--- src/adcsc_consts.vh ---
`ifndef ADCSC_CONSTS_VH
`define ADCSC_CONSTS_VH

// ----------------------------------------
// timing
// ----------------------------------------
`define ADCSC_CLK_PERIOD_NS 10
`define ADCSC_RC_TAD_NS 4000
`define ADCSC_RC_TAD_CYCLES (`ADCSC_RC_TAD_NS / `ADCSC_CLK_PERIOD_NS)
`define ADCSC_OSC_DIV 5
`define ADCSC_DIV_2 2
`define ADCSC_DIV_8 8
`define ADCSC_DIV_32 32
`define ADCSC_TAD_CNT_W 16
`define ADCSC_GAP_TADS 4'h2
`define ADCSC_STEP_TRIAL 4'h1
`define ADCSC_STEP_LOAD 4'hC

// ----------------------------------------
// register indices (byte address = index * 4)
// ----------------------------------------
`define ADCSC_IDX_W 10
`define ADCSC_IDX_RESH 10'h01E
`define ADCSC_IDX_CTRL 10'h01F
`define ADCSC_IDX_IRQ 10'h020
`define ADCSC_IDX_RESL 10'h09E
`define ADCSC_IDX_CFG 10'h09F

// ----------------------------------------
// adc_control fields
// ----------------------------------------
`define ADCSC_CTRL_CLK_HI 7
`define ADCSC_CTRL_CLK_LO 6
`define ADCSC_CTRL_CH_HI 5
`define ADCSC_CTRL_CH_LO 3
`define ADCSC_CTRL_GO 2
`define ADCSC_CTRL_ON 0

// ----------------------------------------
// adc_port_config and irq fields
// ----------------------------------------
`define ADCSC_CFG_JUST 7
`define ADCSC_CFG_REFH 5
`define ADCSC_CFG_REFL 4
`define ADCSC_CFG_PINS_HI 3
`define ADCSC_CFG_PINS_LO 0
`define ADCSC_IRQ_FLAG 0
`define ADCSC_IRQ_EN 1
`define ADCSC_IRQ_GIE 2

// ----------------------------------------
// clock select codes and states
// ----------------------------------------
`define ADCSC_CLK_DIV2 2'h0
`define ADCSC_CLK_DIV8 2'h1
`define ADCSC_CLK_DIV32 2'h2
`define ADCSC_CLK_RC 2'h3
`define ADCSC_ST_ACQ 2'h0
`define ADCSC_ST_CONV 2'h1
`define ADCSC_ST_GAP 2'h2

`define ADCSC_RES_MSB 10'h200
`define ADCSC_HIGH_REF_CH 3
`define ADCSC_LOW_REF_CH 2

`endif

--- src/adcsc_sync2.v ---
`timescale 1ns/10ps
`include "adcsc_consts.vh"

module adcsc_sync2 (
    input wire clk,
    input wire sys_rst,
    input wire asyncIn,
    output reg syncOut
);
    reg stage1;

    always @(posedge clk) begin
        if (sys_rst) begin
            stage1 <= 1'b0;
            syncOut <= 1'b0;
        end else begin
            stage1 <= asyncIn;
            syncOut <= stage1;
        end
    end
endmodule

--- src/adcsc_tad_gen.v ---
`timescale 1ns/10ps
`include "adcsc_consts.vh"

module adcsc_tad_gen #(
    parameter OSC_DIV = `ADCSC_OSC_DIV,
    parameter RC_CYCLES = `ADCSC_RC_TAD_CYCLES
) (
    input wire clk,
    input wire sys_rst,
    input wire run,
    input wire [1:0] clkSel,
    output reg tick
);
    localparam integer FULL2 = `ADCSC_DIV_2 * OSC_DIV;
    localparam integer FULL8 = `ADCSC_DIV_8 * OSC_DIV;
    localparam integer FULL32 = `ADCSC_DIV_32 * OSC_DIV;
    localparam integer FULLRC = RC_CYCLES;
    // lengths beyond the counter width are cut on purpose
    localparam [`ADCSC_TAD_CNT_W-1:0] LEN2 = FULL2[`ADCSC_TAD_CNT_W-1:0];
    localparam [`ADCSC_TAD_CNT_W-1:0] LEN8 = FULL8[`ADCSC_TAD_CNT_W-1:0];
    localparam [`ADCSC_TAD_CNT_W-1:0] LEN32 = FULL32[`ADCSC_TAD_CNT_W-1:0];
    localparam [`ADCSC_TAD_CNT_W-1:0] LENRC = FULLRC[`ADCSC_TAD_CNT_W-1:0];
    localparam [`ADCSC_TAD_CNT_W-1:0] ONE = {{(`ADCSC_TAD_CNT_W-1){1'b0}}, 1'b1};

    reg [`ADCSC_TAD_CNT_W-1:0] count;
    reg [`ADCSC_TAD_CNT_W-1:0] period;

    // ----------------------------------------
    // period select
    // ----------------------------------------
    always @* begin
        case (clkSel)
            // RULE_05 oscillator dividers
            `ADCSC_CLK_DIV2: period = LEN2;
            `ADCSC_CLK_DIV8: period = LEN8;
            `ADCSC_CLK_DIV32: period = LEN32;
            // RULE_18 internal rc period
            default: period = LENRC;
        endcase
    end

    // ----------------------------------------
    // counter
    // ----------------------------------------
    // held in reset when idle, so the first segment is always a full tad
    always @(posedge clk) begin
        if (sys_rst || !run) begin
            count <= ONE;
            tick <= 1'b0;
        end else if (count >= period) begin
            count <= ONE;
            tick <= 1'b1;
        end else begin
            count <= count + ONE;
            tick <= 1'b0;
        end
    end
endmodule

--- src/adcsc_top.v ---
// Functional notes
// RULE_01 - sar converts held input level into 10-bit code
// RULE_02 - five inputs on small variant, eight on large variant
// RULE_03 - software picks high and low references from rails or pins
// RULE_04 - conversion survives sleep only when clocked by internal rc
// RULE_05 - clock select bits 7:6: 00 div2, 01 div8, 10 div32
// RULE_06 - channel select bits 5:3 picks channel 0 to 7
// RULE_07 - port config sets pins analog or digital, one may be reference
// RULE_08 - software configures everything and powers module before start
// RULE_09 - software makes analog channel pins inputs before acquiring
// RULE_10 - software waits acquisition time after channel change
// RULE_11 - writing one to go starts conversion when module powered
// RULE_12 - completion loads 10-bit result into high/low result pair
// RULE_13 - completion clears go bit 2 in hardware
// RULE_14 - completion sets sticky done flag until software clears it
// RULE_15 - software clears flag, then sets irq enable and global enable
// RULE_16 - software polls go or waits for irq, then reads results
// RULE_17 - two tad wait after conversion before next acquisition
// RULE_18 - clock select 11 picks internal rc oscillator
// RULE_19 - full conversion takes at least twelve tad
// RULE_20 - clearing go mid conversion aborts, result unchanged
// RULE_21 - justify bit places result left or right, zero fill
// RULE_22 - go write ignored while module power bit clear
//
// The APB register port was decided locally.
`timescale 1ns/10ps
`include "adcsc_consts.vh"

module adcsc_top #(
    parameter NUM_CHANNELS = 8,
    parameter OSC_DIV = `ADCSC_OSC_DIV,
    parameter RC_CYCLES = `ADCSC_RC_TAD_CYCLES
) (
    input wire clk,
    input wire sys_rst,
    input wire psel,
    input wire penable,
    input wire pwrite,
    input wire [11:0] paddr,
    input wire [31:0] pwdata,
    output reg [31:0] prdata,
    output reg pready,
    output reg pslverr,
    input wire compAbove,
    input wire sleepMode,
    output reg [9:0] dacCode,
    output reg sampleHold,
    output reg [2:0] channelSel,
    output reg [7:0] analogPinEnable,
    output reg highRefFromPin,
    output reg lowRefFromPin,
    output reg converterPowered,
    output reg rcOscEnable,
    output reg convDoneFlag,
    output reg irqRequest
);
    reg [1:0] clkSel;
    reg goBit;
    reg justifyLeft;
    reg [3:0] pinCfg;
    reg [7:0] resultHigh;
    reg [7:0] resultLow;
    reg irqEnable;
    reg globalEnable;
    reg [1:0] state;
    reg [3:0] step;
    reg [9:0] bitMask;
    reg [3:0] gapCount;
    reg [7:0] next_pinEnable;
    reg [7:0] readByte;
    reg [7:0] next_resHigh;
    reg [7:0] next_resLow;
    wire compSync;
    wire sleepSync;
    wire tadTick;
    wire [`ADCSC_IDX_W-1:0] regIdx;
    wire aligned;
    wire accessCycle;
    wire wrCycle;
    wire wrCtrl;
    wire wrCfg;
    wire wrResH;
    wire wrResL;
    wire wrIrq;
    wire sleepBad;
    wire abortConv;
    wire convDone;
    integer i;

    // ----------------------------------------
    // pin synchronisers and tad timebase
    // ----------------------------------------
    adcsc_sync2 uCompSync (
        .clk(clk),
        .sys_rst(sys_rst),
        .asyncIn(compAbove),
        .syncOut(compSync)
    );

    adcsc_sync2 uSleepSync (
        .clk(clk),
        .sys_rst(sys_rst),
        .asyncIn(sleepMode),
        .syncOut(sleepSync)
    );

    adcsc_tad_gen #(
        .OSC_DIV(OSC_DIV),
        .RC_CYCLES(RC_CYCLES)
    ) uTadGen (
        .clk(clk),
        .sys_rst(sys_rst),
        .run(state != `ADCSC_ST_ACQ),
        .clkSel(clkSel),
        .tick(tadTick)
    );

    // ----------------------------------------
    // apb decode
    // ----------------------------------------
    assign regIdx = paddr[11:2];
    assign aligned = (paddr[1:0] == 2'h0);
    assign accessCycle = psel & penable & pready;
    assign wrCycle = accessCycle & pwrite & aligned;
    assign wrCtrl = wrCycle & (regIdx == `ADCSC_IDX_CTRL);
    assign wrCfg = wrCycle & (regIdx == `ADCSC_IDX_CFG);
    assign wrResH = wrCycle & (regIdx == `ADCSC_IDX_RESH);
    assign wrResL = wrCycle & (regIdx == `ADCSC_IDX_RESL);
    assign wrIrq = wrCycle & (regIdx == `ADCSC_IDX_IRQ);

    always @* begin
        readByte = 8'h00;
        case (regIdx)
            `ADCSC_IDX_CTRL: begin
                readByte[`ADCSC_CTRL_CLK_HI:`ADCSC_CTRL_CLK_LO] = clkSel;
                readByte[`ADCSC_CTRL_CH_HI:`ADCSC_CTRL_CH_LO] = channelSel;
                readByte[`ADCSC_CTRL_GO] = goBit;
                readByte[`ADCSC_CTRL_ON] = converterPowered;
            end
            `ADCSC_IDX_CFG: begin
                readByte[`ADCSC_CFG_JUST] = justifyLeft;
                readByte[`ADCSC_CFG_REFH] = highRefFromPin;
                readByte[`ADCSC_CFG_REFL] = lowRefFromPin;
                readByte[`ADCSC_CFG_PINS_HI:`ADCSC_CFG_PINS_LO] = pinCfg;
            end
            `ADCSC_IDX_RESH: readByte = resultHigh;
            `ADCSC_IDX_RESL: readByte = resultLow;
            `ADCSC_IDX_IRQ: begin
                readByte[`ADCSC_IRQ_FLAG] = convDoneFlag;
                readByte[`ADCSC_IRQ_EN] = irqEnable;
                readByte[`ADCSC_IRQ_GIE] = globalEnable;
            end
            default: readByte = 8'h00;
        endcase
    end

    // one wait state: pready rises in the second access cycle
    always @(posedge clk) begin
        if (sys_rst) begin
            pready <= 1'b0;
            pslverr <= 1'b0;
            prdata <= 32'h00000000;
        end else if (psel && penable && !pready) begin
            pready <= 1'b1;
            prdata <= {24'h000000, readByte};
            pslverr <= !aligned || !(regIdx == `ADCSC_IDX_CTRL ||
                regIdx == `ADCSC_IDX_CFG || regIdx == `ADCSC_IDX_RESH ||
                regIdx == `ADCSC_IDX_RESL || regIdx == `ADCSC_IDX_IRQ);
        end else begin
            pready <= 1'b0;
            pslverr <= 1'b0;
            prdata <= 32'h00000000;
        end
    end

    // ----------------------------------------
    // conversion events
    // ----------------------------------------
    // RULE_04 non-rc clock stops in sleep
    assign sleepBad = sleepSync && (clkSel != `ADCSC_CLK_RC);
    // RULE_20 abort on go clear
    assign abortConv = (state == `ADCSC_ST_CONV) &&
        (!goBit || !converterPowered || sleepBad);
    // RULE_19 thirteen full tads, done on the tick at step 12
    assign convDone = (state == `ADCSC_ST_CONV) && !abortConv && tadTick &&
        (step == `ADCSC_STEP_LOAD);

    // ----------------------------------------
    // control registers
    // ----------------------------------------
    always @(posedge clk) begin
        if (sys_rst) begin
            clkSel <= 2'h0;
            channelSel <= 3'h0;
            converterPowered <= 1'b0;
            goBit <= 1'b0;
            justifyLeft <= 1'b0;
            highRefFromPin <= 1'b0;
            lowRefFromPin <= 1'b0;
            pinCfg <= 4'h0;
        end else begin
            if (wrCtrl) begin
                // RULE_05 clock select
                clkSel <= pwdata[`ADCSC_CTRL_CLK_HI:`ADCSC_CTRL_CLK_LO];
                // RULE_06 channel select
                channelSel <= pwdata[`ADCSC_CTRL_CH_HI:`ADCSC_CTRL_CH_LO];
                converterPowered <= pwdata[`ADCSC_CTRL_ON];
            end
            // RULE_11 software start wins
            if (wrCtrl && pwdata[`ADCSC_CTRL_GO] && converterPowered) begin
                goBit <= 1'b1;
            // RULE_13 hardware clear
            end else if (convDone || abortConv) begin
                goBit <= 1'b0;
            end else if (wrCtrl) begin
                // RULE_22 start ignored unpowered
                goBit <= 1'b0;
            end
            if (wrCfg) begin
                // RULE_21 justify select
                justifyLeft <= pwdata[`ADCSC_CFG_JUST];
                // RULE_03 reference select
                highRefFromPin <= pwdata[`ADCSC_CFG_REFH];
                lowRefFromPin <= pwdata[`ADCSC_CFG_REFL];
                pinCfg <= pwdata[`ADCSC_CFG_PINS_HI:`ADCSC_CFG_PINS_LO];
            end
        end
    end

    // ----------------------------------------
    // pin configuration decode
    // ----------------------------------------
    always @* begin
        next_pinEnable = 8'h00;
        for (i = 0; i < 8; i = i + 1) begin
            // RULE_02 channel count
            // RULE_07 analog or digital
            next_pinEnable[i] = (i < NUM_CHANNELS) && (i + pinCfg < 8) &&
                !(i == `ADCSC_HIGH_REF_CH && highRefFromPin) &&
                !(i == `ADCSC_LOW_REF_CH && lowRefFromPin);
        end
    end

    always @(posedge clk) begin
        if (sys_rst) begin
            analogPinEnable <= 8'h00;
            rcOscEnable <= 1'b0;
        end else begin
            analogPinEnable <= next_pinEnable;
            // RULE_18 rc oscillator runs
            rcOscEnable <= converterPowered && (clkSel == `ADCSC_CLK_RC);
        end
    end

    // ----------------------------------------
    // successive approximation sequencer
    // ----------------------------------------
    // comparator is sampled through two flops; it must settle within tad - 2
    always @(posedge clk) begin
        if (sys_rst) begin
            state <= `ADCSC_ST_ACQ;
            step <= 4'h0;
            bitMask <= 10'h000;
            dacCode <= 10'h000;
            sampleHold <= 1'b0;
            gapCount <= 4'h0;
        end else begin
            case (state)
                `ADCSC_ST_ACQ: begin
                    sampleHold <= 1'b0;
                    // RULE_11 begin conversion
                    if (goBit && converterPowered && !sleepBad) begin
                        state <= `ADCSC_ST_CONV;
                        sampleHold <= 1'b1;
                        step <= 4'h0;
                        bitMask <= 10'h000;
                    end
                end
                `ADCSC_ST_CONV: begin
                    if (abortConv || convDone) begin
                        state <= `ADCSC_ST_GAP;
                        gapCount <= 4'h0;
                    end else if (tadTick) begin
                        step <= step + 4'h1;
                        if (step == `ADCSC_STEP_TRIAL) begin
                            bitMask <= `ADCSC_RES_MSB;
                            dacCode <= `ADCSC_RES_MSB;
                        end else if (bitMask != 10'h000) begin
                            // RULE_01 keep or drop trial bit
                            dacCode <= (compSync ? dacCode : (dacCode & ~bitMask)) |
                                (bitMask >> 1);
                            bitMask <= bitMask >> 1;
                        end
                    end
                end
                `ADCSC_ST_GAP: begin
                    // RULE_17 hold disconnected two tads
                    if (tadTick) begin
                        gapCount <= gapCount + 4'h1;
                        if (gapCount + 4'h1 >= `ADCSC_GAP_TADS) begin
                            state <= `ADCSC_ST_ACQ;
                            sampleHold <= 1'b0;
                        end
                    end
                end
                default: state <= `ADCSC_ST_ACQ;
            endcase
        end
    end

    // ----------------------------------------
    // result pair and done flag
    // ----------------------------------------
    always @* begin
        if (justifyLeft) begin
            next_resHigh = dacCode[9:2];
            next_resLow = {dacCode[1:0], 6'h00};
        end else begin
            next_resHigh = {6'h00, dacCode[9:8]};
            next_resLow = dacCode[7:0];
        end
    end

    always @(posedge clk) begin
        if (sys_rst) begin
            resultHigh <= 8'h00;
            resultLow <= 8'h00;
            convDoneFlag <= 1'b0;
            irqEnable <= 1'b0;
            globalEnable <= 1'b0;
            irqRequest <= 1'b0;
        end else begin
            // RULE_12 load result pair
            if (convDone) begin
                resultHigh <= next_resHigh;
                resultLow <= next_resLow;
            end else begin
                if (wrResH) begin
                    resultHigh <= pwdata[7:0];
                end
                if (wrResL) begin
                    resultLow <= pwdata[7:0];
                end
            end
            // RULE_14 set wins clear
            if (convDone) begin
                convDoneFlag <= 1'b1;
            end else if (wrIrq) begin
                convDoneFlag <= pwdata[`ADCSC_IRQ_FLAG];
            end
            if (wrIrq) begin
                irqEnable <= pwdata[`ADCSC_IRQ_EN];
                globalEnable <= pwdata[`ADCSC_IRQ_GIE];
            end
            irqRequest <= convDoneFlag && irqEnable && globalEnable;
        end
    end
endmodule

--- config.mk ---
export PLATFORM = sky130hd
export DESIGN_NAME = adcsc_top
export DESIGN_NICKNAME = d
export VERILOG_FILES = /design/src/adcsc_sync2.v /design/src/adcsc_tad_gen.v /design/src/adcsc_top.v
export VERILOG_INCLUDE_DIRS = /design/src /design/src/src
export SDC_FILE = /design/constraint.sdc
export NUM_CORES = 1
export LEC_CHECK = 0
export BUFFER_PORTS_ARGS = -buffer_cell sky130_fd_sc_hd__buf_2
export CAP_MARGIN = 10
export CORE_MARGIN = 3
export CORE_UTILIZATION = 30
export DETAILED_ROUTE_END_ITERATION = 8
export PLACE_DENSITY = 0.52
export SLEW_MARGIN = 10
export SYNTH_ARGS = -nofsm -noshare
export SYNTH_HDL_FRONTEND = slang
export SYNTH_SLANG_ARGS = --single-unit
--- constraint.sdc ---
create_clock -name clk -period 2.8 [get_ports clk]
set_clock_uncertainty 0.2 [all_clocks]
set_input_delay 0.28 -clock clk [delete_from_list [all_inputs] [get_ports clk]]
set_output_delay 0.28 -clock clk [all_outputs]
set_load 0.01 [all_outputs]
==> flow_metrics.py, run 1 <==
metrics = {
    "route": {
        "drtIter0Drc": 352,
        "drc": 0,
        "avgViaCountPerCell": 5.464,
        "wl_met3_um": 1028,
        "avgRoutedWirePerCell_um": 17.26,
        "wl_met1_um": 6486,
        "top_layer_used": "met4",
        "dr_wl_met2_um": 6857,
        "vias": 4617,
        "first_pass_iters": 5,
        "ant_nets": 0,
        "totalWireLength_um": 14580,
    },
    "clock_network": {
        "clock_tree.root_cell": "clkbuf_16",
        "insertion_delay_ns": 0.35,
        "cts_tree": "yes",
        "htree_levels": 3,
        "clockBufferDepth": 2,
        "cts_setup_buffers": 0,
        "clkTransAtPathRegs_ns": 0.07,
        "numCtsBuffers": 9,
        "clock_sinks": 105,
    },
    "placement": {
        "dp_hpwl_um": 10410,
        "port_buffers": 64,
        "dp_cells": 827,
        "gp_congestion": 0.8118,
    },
    "logic_synthesis": {
        "synth-edff-count": 0,
        "ys.flop_type": "dfxtp_1",
        "synthXorXnorAreaFrac_pct": 1.695,
        "async_flop_share_pct": 0,
        "yosys.area.top_type_share_pct": 40.69,
        "yosys.cell_types.count": 64,
        "synth_area_um2": 5166,
        "yosysWarningCount": 0,
        "syn_inst": 562,
        "synth_seq_area_share_pct": 40.69,
        "synthAdderAreaFrac_pct": 4.359,
        "synth_simple_gate_area_share_pct": 19.69,
        "synth-compound-area-share_pct": 20.97,
        "synth_area_leader_cell": "dfxtp_1",
        "synthMuxAreaShare_pct": 3.875,
        "synth_top_family_by_area": "compound AO/OA/AOI/OAI gates",
        "syn_avg_cell_area_um2": 9.193,
        "synthTopCellsByArea": "dfxtp_1 (41%), ha_1 (4.4%), nand4_1 (3.8%)",
        "ys_ff_latch": 105,
    },
    "power": {
        "switching_share_pct": 22.59,
        "p_seq_share_pct": 50.6,
        "p_sw_mw": 0.6784,
        "vdd_drop_max_mv": 0.2724,
        "power.share.combinational_pct": 5.1,
        "clock_power_share_pct": 44.3,
        "p_leak_nw": 2.143,
        "p_int_mw": 2.324,
        "powerDensity_nw_per_um2": 500.7,
    },
    "timing": {
        "finalHoldViolCount": 0,
        "max_freq_ghz": 0.4004,
        "timing_worst_slew_pin_value_ns": 0.7330,
        "rsz0062_at_grt": "false",
        "finalMaxSlewViolations": 0,
        "min_period_over_period_pct": 89.19,
        "maxSlewHeadroom_pct": 50.80,
        "period_needed_ns": 2.497,
        "setup_viol": 0,
        "fin_setup_tns_ns": 0,
    },
    "min_path": {
        "min_to": "clkSel[0]",
        "hold_path_class": "input pin to register",
        "worstHoldPathCells": 3,
        "hp-start": "pwdata[6]",
    },
    "layout": {
        "n_antenna_cell": 0,
        "final_cell_mix": "dfxtp_1 (105), buf_2 (64), nand4_1 (31)",
        "fillers": 1726,
        "final_common_cell": "dfxtp_1",
        "nets": 690,
        "synthToLayoutAreaGrowth_pct": 16.06,
        "fin_cells": 845,
        "layout-drive-gt1-share_pct": 19.04,
    },
    "setup_path": {
        "crit_chain": "ha_1, nor2b_1, or4_1, o21ai_0, a221oi_1",
        "crit_type": "register to register",
        "crit_path_max_fanout": 13,
        "critPathTopFamily": "simple AND/OR/NAND/NOR gates",
        "cp_num_buf_inv": 0,
        "critPathArrivalTime_ns": 2.55,
        "worst_r2r_path_depth": 5,
        "cp_slowest_cell": "or4_1",
        "cp.required_ns": 2.86,
        "worstReg2RegEnd": "resultLow[3]",
        "reg2reg_setup_slack_ns": 0.30,
        "end_kind": "register",
        "reg2reg_from": "clkSel[0]",
        "startpoint_type": "register",
        "slowest_delay_ns": 0.47,
    },
    "status": {
        "status": "complete, no violations",
    },
    "floorplanning": {
        "coreArea_um2": 16700,
        "die_w_um": 137.2,
        "initial_core_util_pct": 30.93,
        "dieArea_um2": 18830,
        "row_count": 47,
        "die_h_um": 137.2,
        "io_pins": 113,
    },
    "global_routing": {
        "overflow": 0,
        "grt_max_degree": 51,
        "grt_pass1_wl_um": 23090,
        "grt_pass1_vias": 4247,
        "grtUsageTotal_pct": 15.57,
        "antenna_found_initial": 0,
    },
    "run": {
        "drv_cap": 0,
    },
}
cells in the mapped netlist, drive strengths merged, types with 16 or more instances:
cell	number
nand2	17
nor2	27
nand3	19
buf	33
a21oi	30
nand4	31
clkbuf	30
ha	18
o21ai	28
inv	27
o31ai	21
nor4	16
dfxtp	105
logic make-up (layout without fill, tap and decap cells):
group           count (synthesis)  in the layout
simple gates                  174            174
compound gates                152            152
flops                         105            105
buf+inv                        90            124
fa+ha+maj                      18             18
mux                            12             12
xor+xnor                       10             10
other cells                     1             30
registers in the layout (all words and copies together) (netlist names), 8 cells and up:
signal,cells
analogPinEnable,8
bitMask,10
dacCode,10
prdata,8
resultHigh,8
resultLow,8
uTadGen.count,16
through the flow:
step | area (µm²) | power, mW | utilization (%) | setup WS, ns | hold WS, ns
final | 5996 | 3.002 | 35.90 | 0.3026 | 0.02961
after global routing | 5996 | 3.108 | 35.90 | 0.09175 | 0.02664
after CTS | 5996 | 3.043 | 35.90 | 0.3401 | 0.01483
after detailed placement | 5652 | 1.699 | 33.84 | 0.3321 | 0.2456
after global placement | 5652 | 1.698 | 33.84 | 0.3511 | 0.2296
after floorplan | 5275 | 1.661 | - | 0.5521 | 0.2082
final cells by class:
type	instances	area, µm²	share of cell area [%]
tap	220	275.3	4.591
sequential	105	2102	35.06
multi-input combinational	396	2740	45.70
clock inverter	3	47.55	0.7930
timing repair buffer	82	462.9	7.721
inverter	27	101.3	1.690
clock buffer	12	266.5	4.445
worst max-delay path by stage:
stage | from | end | slack, ns | cells past startpoint
floorplan | clkSel[0] | uTadGen.count[1] | 0.55 | 8
global placement | paddr[11] | resultLow[4] | 0.35 | 5
detailed placement | paddr[11] | resultLow[3] | 0.33 | 5
CTS | clkSel[0] | resultLow[3] | 0.34 | 5
global route | clkSel[0] | uTadGen.count[5] | 0.09 | 8
finish | clkSel[0] | resultLow[3] | 0.30 | 5
tightest hold or removal path, stage by stage:
cell	delay (ns)
buf_2	0.13
nand4_1	0.07
a21oi_1	0.06
power by group through the flow:
stage	clock, mW	sequential [mW]	combinational, mW
after floorplan	0	1.55	0.108
after global placement	0	1.55	0.146
after detailed placement	0	1.55	0.147
after CTS	1.37	1.52	0.151
after global routing	1.42	1.52	0.167
final	1.33	1.52	0.153
per-layer routing:
| layer | track usage (%) | up-vias |
|---|---|---|
| met5 | 0 | - |
| met4 | 4.047 | 0 |
| met3 | 4.675 | 22 |
| met2 | 24.33 | 163 |
| met1 | 21.03 | 2229 |
| li1 | - | 2203 |
timing repair:
action	in CTS	in global routing
hold buffers	3	0
resized for setup	0	0
endpoints found under the hold margin	3	0
(Power assumes the default switching activity.)
==> inputs of run 2 (changes only) <==
==> constraint.sdc (replaced) <==
create_clock -name clk -period 2.9 [get_ports clk]
set_clock_uncertainty 0.2 [all_clocks]
set_input_delay 0.29 -clock clk [delete_from_list [all_inputs] [get_ports clk]]
set_output_delay 0.29 -clock clk [all_outputs]
set_load 0.01 [all_outputs]
==> flow_metrics.py, run 2 (synthesis results as in run 1) <==
metrics = {
    "route": {
        "ant_nets": 0,
        "vias": 4622,
        "avgViaCountPerCell": 5.476,
        "drc": 0,
        "totalWireLength_um": 14540,
        "drtIter0Drc": 342,
        "avgRoutedWirePerCell_um": 17.23,
        "first_pass_iters": 5,
    },
    "setup_path": {
        "crit_type": "register to register",
        "slowest_delay_ns": 0.49,
        "startpoint_type": "register",
        "critPathTopFamily": "simple AND/OR/NAND/NOR gates",
        "cp_num_buf_inv": 0,
        "end_kind": "register",
        "critPathArrivalTime_ns": 2.59,
        "crit_path_max_fanout": 13,
        "cp.required_ns": 2.96,
        "cp_slowest_cell": "or4_1",
        "crit_chain": "ha_1, nor2b_1, or4_1, o21ai_0, a221oi_1",
    },
    "power": {
        "p_int_mw": 2.183,
        "power.share.combinational_pct": 5.2,
        "powerDensity_nw_per_um2": 479.1,
        "p_leak_nw": 2.124,
        "clock_power_share_pct": 43.5,
        "vdd_drop_max_mv": 0.3167,
        "report.power.total_mw": 2.856,
        "p_seq_share_pct": 51.3,
        "switching_share_pct": 23.54,
        "p_sw_mw": 0.6722,
    },
    "placement": {
        "place_area_um2": 5644,
        "dp_hpwl_um": 10390,
        "gp_congestion": 0.8249,
        "port_buffers": 64,
    },
    "global_routing": {
        "grt_pass1_vias": 4269,
        "grt_pass1_wl_um": 22980,
        "antenna_found_initial": 0,
        "grt_max_degree": 32,
        "grtUsageTotal_pct": 15.46,
        "overflow": 0,
    },
    "layout": {
        "largest_reg_flops": 16,
        "design_area_um2": 5961,
        "n_antenna_cell": 0,
        "final_cell_mix": "dfxtp_1 (105), buf_2 (64), nand4_1 (31)",
        "largest_registers": "uTadGen.count: 16 flops, bitMask: 10 flops, dacCode: 10 flops",
        "final_common_cell": "dfxtp_1",
        "largest_register": "uTadGen.count",
        "synthToLayoutAreaGrowth_pct": 15.38,
        "layout-drive-gt1-share_pct": 18.75,
        "nets": 688,
        "multiInputGateArea_um2": 2740,
        "fillers": 1753,
        "seqCellArea_um2": 2102,
    },
    "clock_network": {
        "clock_tree.root_cell": "clkbuf_16",
        "cts_setup_buffers": 0,
        "numCtsBuffers": 9,
        "clockBufferDepth": 2,
        "insertion_delay_ns": 0.35,
        "clock_sinks": 105,
        "cts_tree": "yes",
        "clkTransAtPathRegs_ns": 0.08,
        "htree_levels": 3,
    },
    "timing": {
        "finalMaxSlewViolations": 0,
        "period_needed_ns": 2.536,
        "min_period_over_period_pct": 87.44,
        "fin_setup_tns_ns": 0,
        "setup_viol": 0,
        "maxSlewHeadroom_pct": 51.23,
        "finalHoldViolCount": 0,
        "rsz0062_at_grt": "false",
        "timing_worst_slew_pin_value_ns": 0.7267,
        "max_freq_ghz": 0.3944,
    },
    "floorplanning": {
        "die_w_um": 137.2,
        "coreArea_um2": 16700,
        "io_pins": 113,
        "dieArea_um2": 18830,
        "row_count": 47,
        "die_h_um": 137.2,
        "initial_core_util_pct": 30.93,
    },
    "status": {
        "status": "complete, no violations",
    },
    "run": {
        "drv_cap": 0,
    },
    "min_path": {
        "hold_path_class": "input pin to register",
    },
}
[run 2: changes by cell type in the layout (fill, tap and decap cells not counted), sizes merged]
cell / previous run / this run
buf: 79 / 78
clkbuf: 12 / 11
clkinv: 1 / 2
dlygate4sd3: 3 / 2
inv: 28 / 29
[run 2: path summary, 6_finish.rpt]
path	start	endpoint	slack (ns)	cells after the start
worst min-delay path	penable	pready	0.03	3
worst min register to register	uCompSync.stage1	uCompSync.syncOut	0.25	1
worst max-delay path	clkSel[1]	resultLow[2]	0.36	5
worst max register to register	clkSel[1]	resultLow[2]	0.36	5
[run 2: layout make-up]
class / count / area share (%)
clock buffers: 11 / 3.904
clock inverters: 5 / 1.071
flip-flops and latches: 105 / 35.26
repair buffers: 80 / 7.473
inverters: 27 / 1.700
well taps: 220 / 4.618
multi-input cells: 396 / 45.97
[run 2: power groups by stage]
stage | sequential (mW) | combinational, mW | clock (mW)
2_1_floorplan | 1.50 | 0.104 | 0
3_3_place_gp | 1.50 | 0.141 | 0
3_5_place_dp | 1.50 | 0.142 | 0
4_1_cts | 1.46 | 0.145 | 1.28
5_1_grt | 1.47 | 0.160 | 1.33
6_report | 1.47 | 0.147 | 1.24
[run 2: timing repair]
item                      CTS  global route
resized for setup           0             0
hold buffers                2             0
hold endpoints to repair    2             0
[run 2: worst reg2reg max path: stages, from the launching register on]
cell and delay, ns:
dfxtp_1 0.41, ha_1 0.23, nor2b_1 0.41, or4_1 0.49
o21ai_0 0.37, a221oi_1 0.34
[run 2: through the flow]
| stage | setup WS [ns] | util [%] | instances | hold WS [ns] |
|---|---|---|---|---|
| after global routing | 0.2132 | 35.69 | 844 | 0.03647 |
| after floorplan | 0.6521 | - | 591 | 0.2138 |
| after detailed placement | 0.3871 | 33.80 | 826 | 0.2334 |
| final | 0.3643 | 35.69 | 844 | 0.02873 |
| after CTS | 0.4100 | 35.69 | 844 | 0.01514 |
| after global placement | 0.4505 | 33.80 | 826 | 0.2257 |
[run 2: routing by layer]
metal	up-vias	track usage, %	wire length [µm]
met4	0	4.933	293
met1	2245	21.64	6608
met3	22	3.871	941
met5	-	0	0
li1	2198	-	-
met2	157	23.35	6700
==> inputs of run 3 (changes only) <==
--- a/config.mk
+++ b/config.mk
@@ -8,10 +8,12 @@
 export LEC_CHECK = 0
 export BUFFER_PORTS_ARGS = -buffer_cell sky130_fd_sc_hd__buf_2
 export CAP_MARGIN = 10
+export CELL_PAD_IN_SITES_DETAIL_PLACEMENT = 1
+export CELL_PAD_IN_SITES_GLOBAL_PLACEMENT = 2
 export CORE_MARGIN = 3
 export CORE_UTILIZATION = 30
 export DETAILED_ROUTE_END_ITERATION = 8
-export PLACE_DENSITY = 0.52
+export PLACE_DENSITY = 0.77
 export SLEW_MARGIN = 10
 export SYNTH_ARGS = -nofsm -noshare
 export SYNTH_HDL_FRONTEND = slang
==> flow_metrics.py, run 3 (synthesis results as in run 1) <==
metrics = {
    "status": {
        "status": "complete, no violations",
    },
    "clock_network": {
        "clkTransAtPathRegs_ns": 0.07,
        "clockBufferDepth": 2,
        "cts_tree": "yes",
        "htree_levels": 3,
        "postCtsResizedCells": 0,
        "cts_setup_buffers": 0,
        "clock_sinks": 105,
        "numCtsBuffers": 9,
        "insertion_delay_ns": 0.36,
        "clock_tree.root_cell": "clkbuf_16",
        "cts_hold_buf": 2,
    },
    "timing": {
        "rsz0062_at_grt": "false",
        "finalHoldViolCount": 0,
        "setup_viol": 0,
        "timing_worst_slew_pin_value_ns": 0.8035,
        "finalMaxSlewViolations": 0,
        "max_freq_ghz": 0.4055,
        "maxSlewHeadroom_pct": 46.08,
        "fin_setup_tns_ns": 0,
        "min_period_over_period_pct": 85.04,
        "period_needed_ns": 2.466,
    },
    "setup_path": {
        "crit_type": "register to register",
        "cp_slowest_cell": "dfxtp_1",
        "critPathArrivalTime_ns": 2.52,
        "startpoint_type": "register",
        "slowest_delay_ns": 0.50,
        "crit_chain": "inv_1, ha_1, inv_1, ha_1, nor4_1, nand2_1, o221a_2, nor4b_1",
        "end_kind": "register",
        "crit_path_max_fanout": 9,
        "cp.required_ns": 2.96,
    },
    "floorplanning": {
        "dieArea_um2": 18830,
        "io_pins": 113,
        "coreArea_um2": 16700,
        "die_h_um": 137.2,
        "initial_core_util_pct": 30.93,
        "row_count": 47,
        "die_w_um": 137.2,
    },
    "global_routing": {
        "grt_pass1_wl_um": 25430,
        "antenna_found_initial": 0,
        "grt.met2_usage_pct": 26.59,
        "grt_use_met1_pct": 23.48,
        "overflow": 0,
        "grtUsageTotal_pct": 17.09,
        "use_met3_pct": 4.931,
        "grt_pass1_vias": 4704,
        "grt.busiest_layer": "met2",
        "grt_max_degree": 47,
    },
    "route": {
        "first_pass_iters": 5,
        "avgRoutedWirePerCell_um": 18.52,
        "totalWireLength_um": 15670,
        "drtIter0Drc": 283,
        "ant_nets": 0,
        "vias": 4635,
        "drc": 0,
        "avgViaCountPerCell": 5.479,
    },
    "layout": {
        "largest_reg_flops": 16,
        "largest_register": "uTadGen.count",
        "layout-drive-gt1-share_pct": 19.33,
        "largest_registers": "uTadGen.count: 16 flops, bitMask: 10 flops, dacCode: 10 flops",
        "final_cell_mix": "dfxtp_1 (105), buf_2 (64), nand4_1 (31)",
        "synthToLayoutAreaGrowth_pct": 16.18,
        "final_common_cell": "dfxtp_1",
        "fillers": 1974,
        "nets": 691,
        "n_antenna_cell": 0,
    },
    "placement": {
        "dp_hpwl_um": 11590,
        "gp_congestion": 0.8297,
        "port_buffers": 64,
    },
    "power": {
        "p_leak_nw": 2.151,
        "report.power.total_mw": 2.907,
        "vdd_drop_max_mv": 0.2709,
        "powerDensity_nw_per_um2": 484.3,
    },
    "min_path": {
        "hold_path_class": "input pin to register",
    },
    "run": {
        "drv_cap": 0,
    },
}
==> run 3: through the flow <==
stage | area [µm²] | utilization [%] | std cells | hold slack [ns] | worst slack [ns]
CTS | 6002 | 35.94 | 846 | 0.02611 | 0.3940
floorplan | 5275 | - | 591 | 0.2138 | 0.6521
detailed placement | 5667 | 33.93 | 829 | 0.2389 | 0.4250
global placement | 5667 | 33.93 | 829 | 0.2378 | 0.4893
finish | 6002 | 35.94 | 846 | 0.03846 | 0.4339
global route | 6002 | 35.94 | 846 | 0.03549 | 0.2155
==> run 3: critical path: cells and delay by family (launching register included) <==
kind | cells | cell delay [ns]
buffers and inverters | 2 | 0.18
and+or+nand+nor | 3 | 0.67
adders and majority gates | 2 | 0.48
AOI/OAI and AO/OA | 1 | 0.34
DFF | 1 | 0.50
==> run 3: path summary, 6_finish.rpt <==
| path | endpoint | cells after the start | slack (ns) | startpoint |
|---|---|---|---|---|
| setup / recovery | uTadGen.count[1] | 8 | 0.43 | clkSel[0] |
| hold / removal | clkSel[0] | 3 | 0.04 | pwdata[6] |
| setup reg to reg | uTadGen.count[1] | 8 | 0.43 | clkSel[0] |
| hold reg to reg | uCompSync.syncOut | 1 | 0.25 | uCompSync.stage1 |
==> run 3: final cells by class <==
| class | instances | area, µm² | area share (%) |
|---|---|---|---|
| Sequential cell | 105 | 2102 | 35.02 |
| Timing Repair Buffer | 83 | 467.9 | 7.797 |
| Tap cell | 220 | 275.3 | 4.586 |
| Clock buffer | 13 | 280.3 | 4.670 |
| Multi-Input combinational cell | 396 | 2740 | 45.65 |
| Clock inverter | 2 | 35.03 | 0.5837 |
| Inverter | 27 | 101.3 | 1.689 |
==> run 3: per-layer routing <==
| layer | up-vias | share of wire, % |
|---|---|---|
| met1 | 2301 | 47 |
| met5 | - | 0 |
| li1 | 2204 | - |
| met3 | 19 | 5.3 |
| met4 | 0 | 1.1 |
| met2 | 111 | 47 |
==> run 3: power breakdown <==
group	internal (mW)	leakage, nW	switching (mW)	total [mW]
logic	0.0482	1.14	0.105	0.153
registers	1.46	0.852	0.00648	1.46
clock network	0.758	0.158	0.533	1.29
total	2.26	2.15	0.644	2.91
